### src/hdl/acf_pkg.sv
package acf_pkg;
	// bus geometry
	localparam int ACF_DATA_W = 32;
	localparam int ACF_ADDR_W = 8;
	localparam int ACF_WORD_BYTES = 4;
	// register indices, byte address is index times word size
	localparam int ACF_IDX_CTRL = 'h01;
	localparam int ACF_IDX_STAT = 'h02;
	localparam int ACF_IDX_CMD2 = 'h16;
	localparam int ACF_IDX_CIDX = 'h1c;
	localparam int ACF_IDX_CBP = 'h1d;
	localparam logic [ACF_ADDR_W-1:0] ACF_A_CTRL = ACF_ADDR_W'(ACF_IDX_CTRL * ACF_WORD_BYTES);
	localparam logic [ACF_ADDR_W-1:0] ACF_A_STAT = ACF_ADDR_W'(ACF_IDX_STAT * ACF_WORD_BYTES);
	localparam logic [ACF_ADDR_W-1:0] ACF_A_CMD2 = ACF_ADDR_W'(ACF_IDX_CMD2 * ACF_WORD_BYTES);
	localparam logic [ACF_ADDR_W-1:0] ACF_A_CIDX = ACF_ADDR_W'(ACF_IDX_CIDX * ACF_WORD_BYTES);
	localparam logic [ACF_ADDR_W-1:0] ACF_A_CBP = ACF_ADDR_W'(ACF_IDX_CBP * ACF_WORD_BYTES);
	// control and status fields
	localparam int ACF_CTRL_EN = 0;
	localparam int ACF_CTRL_SMOD = 1;
	localparam int ACF_CTRL_LIST = 2;
	localparam int ACF_CTRL_PRESC_LSB = 8;
	localparam int ACF_PRESC_W = 7;
	localparam int ACF_STAT_ERR = 0;
	localparam int ACF_STAT_BUSY = 1;
	// command word layout, command register holds command bits 15:8
	localparam int ACF_CMD2_W = 8;
	localparam int ACF_CMD2_LSB = 8;
	localparam int ACF_SAMP_LSB = 3;
	localparam int ACF_SAMP_W = 5;
	localparam int ACF_RSV_W = 3;
	localparam int ACF_SAMP_BASE = 4;
	localparam logic [ACF_SAMP_W-1:0] ACF_SAMP_MAX = 5'h14;
	// list addressing
	localparam int ACF_CIDX_W = 6;
	localparam int ACF_PTR_W = 24;
	localparam int ACF_PTR_LSB = 2;
	localparam int ACF_CNT_W = 8;
	// reset values
	localparam logic [ACF_DATA_W-1:0] ACF_RST_ZERO = 32'h0;

	typedef enum logic [2:0] {ST_IDLE, ST_FETCH, ST_SAMPLE, ST_NEXT, ST_HALT} acf_state_t;

	typedef struct packed {
		logic psel;
		logic penable;
		logic pwrite;
		logic [ACF_ADDR_W-1:0] paddr;
		logic [ACF_DATA_W-1:0] pwdata;
	} acf_apb_req_t;

	typedef struct packed {
		logic req;
		logic [ACF_PTR_W-1:0] addr;
	} acf_fetch_t;
endpackage

### src/hdl/acf_cmd_fetch.sv
`timescale 1ns/1ps
module acf_cmd_fetch #(
	parameter int LIST1_OFFSET = 'h100
)(
	// clock and reset
	input wire logic sys_clk,
	input wire logic resetn,
	// apb slave
	input acf_pkg::acf_apb_req_t apbReq,
	output logic pready,
	output logic [acf_pkg::ACF_DATA_W-1:0] prdata,
	output logic pslverr,
	// command memory
	output acf_pkg::acf_fetch_t fetch,
	input wire logic fetchAck,
	input wire logic [acf_pkg::ACF_DATA_W-1:0] fetchData,
	// converter status
	output logic sampling,
	output logic halted
);
	import acf_pkg::*;

	function automatic logic decHit(input logic [ACF_ADDR_W-1:0] a, input logic [ACF_ADDR_W-1:0] r);
		decHit = (a == r);
	endfunction

	logic [ACF_DATA_W-1:0] ctrl_r, ctrl_nxt;
	logic err_r, err_nxt;
	logic [ACF_CMD2_W-1:0] cmd2_r, cmd2_nxt;
	logic [ACF_PTR_W-1:ACF_PTR_LSB] cbp_r, cbp_nxt;
	logic [ACF_DATA_W-1:0] rdata_r, rdata_nxt;
	logic slverr_r, slverr_nxt;
	acf_state_t state_r, state_nxt;
	logic [ACF_CIDX_W-1:0] cidx_r, cidx_nxt;
	logic [ACF_PRESC_W-1:0] div_r, div_nxt;
	logic [ACF_CNT_W-1:0] sampCnt_r, sampCnt_nxt;

	logic setup, wrAcc, enable, smod, tick, cmdBad, loadCmd;
	logic [ACF_PRESC_W-1:0] presc;
	logic [ACF_SAMP_W-1:0] sampleCode;
	logic [ACF_CNT_W-1:0] sampleLen;
	logic [ACF_PTR_W-1:0] listOff;
	logic [ACF_CMD2_W-1:0] fetchedCmd;

	assign setup = apbReq.psel && !apbReq.penable;
	assign wrAcc = apbReq.psel && apbReq.penable && apbReq.pwrite;
	assign enable = ctrl_r[ACF_CTRL_EN];
	assign smod = ctrl_r[ACF_CTRL_SMOD];
	assign presc = ctrl_r[ACF_CTRL_PRESC_LSB +: ACF_PRESC_W];
	assign pready = 1'b1;
	assign prdata = rdata_r;
	assign pslverr = slverr_r;
	assign fetchedCmd = fetchData[ACF_CMD2_LSB +: ACF_CMD2_W];
	assign sampleCode = cmd2_r[ACF_SAMP_LSB +: ACF_SAMP_W];
	assign sampleLen = ACF_CNT_W'(sampleCode) + ACF_CNT_W'(ACF_SAMP_BASE);
	assign loadCmd = (state_r == ST_FETCH) && fetchAck;
	assign cmdBad = (fetchedCmd[ACF_SAMP_LSB +: ACF_SAMP_W] > ACF_SAMP_MAX)
		|| (fetchedCmd[ACF_RSV_W-1:0] != '0);
	assign tick = (div_r == presc);
	assign listOff = ctrl_r[ACF_CTRL_LIST] ? ACF_PTR_W'(LIST1_OFFSET) : '0;
	assign fetch.req = (state_r == ST_FETCH);
	assign fetch.addr = {cbp_r, ACF_PTR_LSB'(0)} + listOff
		+ ACF_PTR_W'(cidx_r * ACF_WORD_BYTES);
	assign sampling = (state_r == ST_SAMPLE);
	assign halted = (state_r == ST_HALT);

	// register file and bus answer
	always_comb
	begin
		ctrl_nxt = ctrl_r;
		err_nxt = err_r;
		cmd2_nxt = cmd2_r;
		cbp_nxt = cbp_r;
		rdata_nxt = rdata_r;
		slverr_nxt = slverr_r;
		if (setup)
		begin
			rdata_nxt = ACF_RST_ZERO;
			slverr_nxt = 1'b0;
			case (apbReq.paddr)
				ACF_A_CTRL: rdata_nxt = ctrl_r;
				ACF_A_STAT:
				begin
					rdata_nxt[ACF_STAT_ERR] = err_r;
					rdata_nxt[ACF_STAT_BUSY] = (state_r != ST_IDLE);
				end
				ACF_A_CMD2: rdata_nxt[ACF_CMD2_W-1:0] = cmd2_r;
				ACF_A_CIDX: rdata_nxt[ACF_CIDX_W-1:0] = cidx_r;
				ACF_A_CBP: rdata_nxt[ACF_PTR_W-1:ACF_PTR_LSB] = cbp_r;
				default: slverr_nxt = 1'b1;
			endcase
		end
		if (wrAcc)
		begin
			if (decHit(apbReq.paddr, ACF_A_CTRL))
			begin
				ctrl_nxt = ACF_RST_ZERO;
				ctrl_nxt[ACF_CTRL_EN] = apbReq.pwdata[ACF_CTRL_EN];
				ctrl_nxt[ACF_CTRL_SMOD] = apbReq.pwdata[ACF_CTRL_SMOD];
				ctrl_nxt[ACF_CTRL_LIST] = apbReq.pwdata[ACF_CTRL_LIST];
				ctrl_nxt[ACF_CTRL_PRESC_LSB +: ACF_PRESC_W] =
					apbReq.pwdata[ACF_CTRL_PRESC_LSB +: ACF_PRESC_W];
			end
			if (decHit(apbReq.paddr, ACF_A_STAT) && apbReq.pwdata[ACF_STAT_ERR])
				err_nxt = 1'b0;
			if (decHit(apbReq.paddr, ACF_A_CMD2) && smod)
				cmd2_nxt = apbReq.pwdata[ACF_CMD2_W-1:0];
			if (decHit(apbReq.paddr, ACF_A_CBP) && (!enable || smod))
				cbp_nxt = apbReq.pwdata[ACF_PTR_W-1:ACF_PTR_LSB];
		end
		if (loadCmd)
			cmd2_nxt = fetchedCmd;
		if (loadCmd && cmdBad)
			err_nxt = 1'b1;
	end

	always_ff @(posedge sys_clk or negedge resetn)
	begin
		if (!resetn)
		begin
			ctrl_r <= ACF_RST_ZERO;
			err_r <= 1'b0;
			cmd2_r <= '0;
			cbp_r <= '0;
			rdata_r <= ACF_RST_ZERO;
			slverr_r <= 1'b0;
		end
		else
		begin
			ctrl_r <= ctrl_nxt;
			err_r <= err_nxt;
			cmd2_r <= cmd2_nxt;
			cbp_r <= cbp_nxt;
			rdata_r <= rdata_nxt;
			slverr_r <= slverr_nxt;
		end
	end

	// command sequencer and conversion clock divider
	always_comb
	begin
		state_nxt = state_r;
		cidx_nxt = cidx_r;
		sampCnt_nxt = sampCnt_r;
		div_nxt = (tick || !enable) ? '0 : div_r + 1'b1;
		case (state_r)
			ST_IDLE:
			begin
				cidx_nxt = '0;
				if (enable && !err_r)
					state_nxt = ST_FETCH;
			end
			ST_FETCH:
			begin
				sampCnt_nxt = '0;
				if (fetchAck)
					state_nxt = cmdBad ? ST_HALT : ST_SAMPLE;
			end
			ST_SAMPLE:
				if (tick)
				begin
					sampCnt_nxt = sampCnt_r + 1'b1;
					if (sampCnt_r + 1'b1 == sampleLen)
						state_nxt = ST_NEXT;
				end
			ST_NEXT:
			begin
				cidx_nxt = cidx_r + 1'b1;
				state_nxt = ST_FETCH;
			end
			ST_HALT:
				if (!err_r)
					state_nxt = ST_IDLE;
			default: state_nxt = ST_IDLE;
		endcase
		if (!enable && state_r != ST_FETCH)
			state_nxt = ST_IDLE;
	end

	always_ff @(posedge sys_clk or negedge resetn)
	begin
		if (!resetn)
		begin
			state_r <= ST_IDLE;
			cidx_r <= '0;
			div_r <= '0;
			sampCnt_r <= '0;
		end
		else
		begin
			state_r <= state_nxt;
			cidx_r <= cidx_nxt;
			div_r <= div_nxt;
			sampCnt_r <= sampCnt_nxt;
		end
	end

	// helpers: cycles since the last tick, sys clocks spent sampling, bounds
	localparam int SPAN_W = ACF_CNT_W + ACF_PRESC_W;
	logic [ACF_CNT_W-1:0] gap_r, gap_nxt;
	logic [SPAN_W-1:0] span_r, span_nxt, spanHi, spanLo;
	logic [ACF_CNT_W-1:0] codeLen;
	logic spanOk, errClear, cidxLocked;

	always_comb
	begin
		gap_nxt = (tick || !enable) ? '0 : gap_r + 1'b1;
		span_nxt = sampling ? span_r + 1'b1 : '0;
		codeLen = ACF_CNT_W'(cmd2_r[ACF_SAMP_LSB +: ACF_SAMP_W])
			+ ACF_CNT_W'(ACF_SAMP_BASE);
		// n ticks of period p+1 take between n*(p+1)-p and n*(p+1) sys clocks
		spanHi = SPAN_W'(codeLen) * (SPAN_W'(presc) + 1'b1);
		spanLo = spanHi - SPAN_W'(presc);
		spanOk = (span_r + 1'b1 >= spanLo) && (span_r + 1'b1 <= spanHi);
		errClear = wrAcc && decHit(apbReq.paddr, ACF_A_STAT)
			&& apbReq.pwdata[ACF_STAT_ERR];
		cidxLocked = (state_r != ST_NEXT) && (state_r != ST_IDLE || cidx_r == '0);
	end

	always_ff @(posedge sys_clk or negedge resetn)
	begin
		if (!resetn)
		begin
			gap_r <= '0;
			span_r <= '0;
		end
		else
		begin
			gap_r <= gap_nxt;
			span_r <= span_nxt;
		end
	end
endmodule

### config.mk
export PLATFORM = sky130hd
export DESIGN_NAME = acf_cmd_fetch
export DESIGN_NICKNAME = d
export VERILOG_FILES = /design/src/hdl/acf_pkg.sv /design/src/hdl/acf_cmd_fetch.sv
export SDC_FILE = /design/constraint.sdc
export NUM_CORES = 1
export LEC_CHECK = 0
export ABC_AREA = 1
export BUFFER_PORTS_ARGS = -buffer_cell sky130_fd_sc_hd__buf_4
export CAP_MARGIN = 25
export CELL_PAD_IN_SITES_DETAIL_PLACEMENT = 0
export CELL_PAD_IN_SITES_GLOBAL_PLACEMENT = 1
export CORE_MARGIN = 3
export CORE_UTILIZATION = 30
export DETAILED_ROUTE_END_ITERATION = 10
export PLACE_DENSITY_LB_ADDON = 0.1
export SETUP_SLACK_MARGIN = 0.3
export SKIP_LAST_GASP = 1
export SLEW_MARGIN = 20
export SYNTH_ARGS = -nofsm -noshare
export SYNTH_HDL_FRONTEND = slang
export SYNTH_SLANG_ARGS = --single-unit
### constraint.sdc
create_clock -name sys_clk -period 2.1 [get_ports sys_clk]
set_input_delay 0.21 -clock sys_clk [delete_from_list [all_inputs] [get_ports sys_clk]]
set_output_delay 0.21 -clock sys_clk [all_outputs]
set_load 0.05 [all_outputs]
* Yosys cells after proc, flatten, opt, wreduce, memory -nomap -nowiden
Cells that the tools add are included.
Widths: inputs -> output; s select.
** Storage, ports and cells
- Output and inout port bits :: 61
- Register bits :: 90
- Bits of input ports :: 78
- Word-level logic and storage cells :: 91
** Operators by class
- Reduce and logical (&&, ||, !) cells :: 32
- Order comparisons :: 1
- Equality and inequality tests :: 18
- Multiplexer cells :: 24
- Add/subtract/negate cells :: 6
** Operators with widths (count)
- $mux 8 :: 4
- $pmux 16 s2 :: 1
- $add 24x8->24 :: 1
- $add 24x9->24 :: 1
- $eq 8x7->1 const B :: 3
- $mux 3 :: 7
- $pmux 4 s4 :: 1
- $pmux 8 s2 :: 1
- $pmux 3 s5 :: 1
- $ne 3x1->1 const B :: 4
- $pmux 6 s2 :: 1
- $reduce_bool 2->1 :: 6
- $logic_and 1x1->1 :: 10
- $reduce_and 2->1 :: 5
- $mux 9 :: 1
- $add 8x1->8 const B :: 1
- $eq 8x3->1 const B :: 1
- $eq 8x4->1 const B :: 1
- $eq 8x8->1 :: 1
- $pmux 2 s4 :: 1
- $add 7x1->7 const B :: 1
- $eq 7x7->1 :: 1
- $mux 7 :: 1
- $add 5x3->6 const B :: 1
- other kinds (16) :: 25

* Longest topological paths before layout
- Depth after elaboration :: 6
- Gate-level depth with buffers :: 15
- Gate-level depth less buffers :: 15

* Worst setup path after synthesis
OpenSTA, ideal clock, no wires.
- Kind :: register -> output
- Start :: register cbp_r[2] in the netlist's numbering
- End :: output port fetch[18] in the netlist's numbering
- Buffers on the path :: 0
- Arrival time :: 2373 ps
- Cell stages (with the launch flop) :: 11
- Data required time :: 1890 ps
- Setup slack :: -483 ps
- Cells stage by stage :: dfrtp_1 ha_1 fa_1 nand3_1 nand2_1 a21oi_2 o21ai_2 nand2_2 nor2_1 nand2_1 xor2_1
** RTL lines
- from (decl) :: RTL line acf_cmd_fetch.sv:30 : logic [ACF_PTR_W-1:ACF_PTR_LSB] cbp_r, cbp_nxt;
- from (signal assigned) :: RTL line acf_cmd_fetch.sv:133 : cbp_r <= cbp_nxt;
- to (decl) :: RTL line acf_cmd_fetch.sv:14 : output acf_pkg::acf_fetch_t fetch,

==> run metrics <==
status=finished, violations left; failing checks=setup timing; Non-Filler Instances=1026; gr ovfl total=0; Hold Crit Depth=2; top_reg_cell synth=dfrtp_1; Yosys reg bits=90; Iter 0 DRT Violations=between 150 and 200; # DRC=0; Worst R2R End=state_r[0]; die area=~0.019 mm^2; worst-path maximum fanout=3; initial antenna violation count=0; Final Hold Vio Count=0; final setup TNS=-4.90 ns; DR vias=4724; CTS Buf Count=9; commonest non-fill, non-tap cell in the layout=nand2_1; Syn. warnings=0; Max-cap violations=0; Worst R2R Setup Slack=0.40 ns; Max Freq=~400 MHz; Post-Syn Area=approximately 0.005 mm^2; Initial DRT Pass Iterations=4; core box area=~0.017 mm^2; WL final=16000 um; CP Launch Type=flip-flop; Crit Reg-Reg Startpoint=sampCnt_r[1]; post-route ant nets=0; Final Wtd Congestion=0.801; Yosys cell types=49; P&R area growth vs syn=45.9%; post-route clock period utilization=119%; Pwr Total=3.99 mW; # nets final=about 890; Worst VDD drop=roughly 0.00044 V; Post-Place Setup Slack=-0.0844 ns; Hold Crit Class=in2reg; CTS tree=built; Worst Reg-to-Reg Cells=12; # setup viols final=19; final worst slack=-0.394 ns; Max-slew headroom=between 50% and 60%; placed cell count=between 900 and 1000; post-layout util=between 40% and 50%; pwr dens=between 500 and 600 mW/mm^2; Mapped Cells=~650; skew final=0.00625 ns; Hold Path Origin=apbReq[16]; Die H=137 um; EDFF count, synth=0; vias in the first global route=4711; clk slew on worst S/H paths=0.07 ns; vias per cell=4.60; pin count of the biggest net entering global routing=37; Port Buffer Count=95; Routed WL per cell=roughly 16 um; Leakage=about 3.7 nW; crit path kind=reg2out; Post-synth ARST share=between 90% and 100%; layout cells sized above 1=around 34%; # rows=47; CP Data Required Time=1.89 ns; Clock Tree Buf Depth=2; clk root buf=clkbuf_16; Critical Path AT=2.28 ns; # H-tree levels=3; WHS Endpoint=cbp_r[16]; RSZ-0062 raised after global routing=yes; Total GRT Usage=approximately 17%; die width=about 140 um; antenna diode count=0; Final Max Slew Viols=0; most frequent cells in the layout=153 x nand2_1, 127 x buf_4, 87 x dfrtp_1, 82 x inv_1, 48 x nor2_1; initial core utilization=between 30% and 40%; sequential fraction of the synthesis area=44.0%; crit end category=primary output; Least-Margin Pin Slew=between 0.6 and 0.7 ns; Detailed Place HPWL=12000 um; worst skew pair latency=0.35 ns; crit path time final=2.49 ns; first-pass GRT wire length=about 24000 um; number of I/O pins=between 100 and 150; Syn Area/Cell=slightly below 8 um^2; # clock sinks=90
[synthesized netlist by cell type, types with 2 or more instances]
library cell / n / share of area, %
o21ai_1: 2 / 0.20
dfrtp_1: 90 / 44
o21ai_0: 40 / 3.9
nor2_2: 4 / 0.49
nor2_1: 57 / 4.2
nor3b_1: 2 / 0.29
ha_1: 11 / 2.7
nand4_1: 6 / 0.73
a221oi_1: 3 / 0.51
buf_2: 2 / 0.20
o22ai_1: 11 / 1.3
xnor2_1: 6 / 1.0
a21oi_1: 18 / 1.8
xor2_1: 21 / 3.6
mux2_2: 6 / 1.3
conb_1: 2 / 0.15
o211ai_1: 3 / 0.44
mux2_4: 2 / 0.59
clkbuf_1: 8 / 0.59
nor3_1: 9 / 0.88
buf_6: 2 / 0.44
nand3_1: 34 / 3.3
nand2_1: 167 / 12
o31ai_1: 6 / 0.88
nand2_2: 3 / 0.37
buf_4: 11 / 1.6
inv_1: 84 / 6.2
a21o_1: 2 / 0.29
inv_2: 4 / 0.29
a31oi_1: 12 / 1.5
[per-layer routing]
metal	GRT usage (%)	vias to the layer above	wire [um]
met2	29.7	76	8180
li1	-	2380	-
met5	0	-	0
met3	3.64	9	611
met1	21.8	2259	7100
met4	4.20	0	156
[kinds of logic after synthesis]
logic type      Yosys count  share of synthesized area, %
xor+xnor                 27                          4.62
simple gates            289                          24.0
flops                    90                          44.0
buf+inv                 113                          9.50
other cells               2                         0.147
fa+ha+maj                12                          3.08
compound gates          106                          12.8
mux                       8                          1.91
[how the worst max path moves through the flow]
stage          cells past startpoint         to  startpoint  slack [ns]
3_5_place_dp                      11  fetch[16]    cbp_r[2]       -0.08
3_3_place_gp                      11  fetch[16]    cbp_r[2]       -0.07
4_1_cts                           11  fetch[16]    cbp_r[2]       -0.41
6_report                          11  fetch[14]    cbp_r[2]       -0.39
5_1_grt                           11  fetch[16]    cbp_r[2]       -0.52
2_1_floorplan                      8  fetch[21]   cidx_r[4]       -0.08
[critical path: stages (launching register included)]
cell and delay (ns):
dfrtp_1 0.41, ha_4 0.18, fa_2 0.35, nand3_2 0.07
nand2_2 0.07, a21oi_2 0.16, o21ai_2 0.09, nand2_2 0.11
nor2_2 0.06, buf_6 0.12, xor2_4 0.14, buf_8 0.16
[report_power, final]
group          leakage, nW  switching [mW]  internal (mW)
Combinational         2.34           0.320          0.171
Sequential            1.18          0.0335           1.77
Clock                0.151           0.713          0.982
[registers in the layout, indices dropped and copies added (netlist names)]
register	flops
cbp_r	22
cidx_r	6
cmd2_r	8
ctrl_r	10
div_r	7
err_r	1
prdata	24
pslverr	1
sampCnt_r	8
state_r	3
[metrics by stage]
step | cell area, um^2 | hold WS (ns)
after global routing | 7470 | 0.0817
after floorplan | 5500 | -0.0856
final | 7470 | 0.0885
after global placement | 6710 | 0.209
after detailed placement | 6710 | 0.206
after CTS | 7230 | 0.0804
[layout make-up]
type | count | area (um^2)
Tap cell | 220 | 275
Fill cell | 1673 | 9170
Multi-Input combinational cell | 454 | 3000
Sequential cell | 90 | 2260
Timing Repair Buffer | 157 | 1310
Inverter | 89 | 337
Clock inverter | 5 | 52.6
Clock buffer | 11 | 253
[what timing repair did]
item,4_1_cts,5_1_grt
hold buffers,1,0
hold endpoints to repair,34,0
resized for setup,42,38
cloned,0,1
setup endpoints to repair,23,55
pin swaps,19,14
buffers inserted,4,9
(Power assumes the default switching activity.)
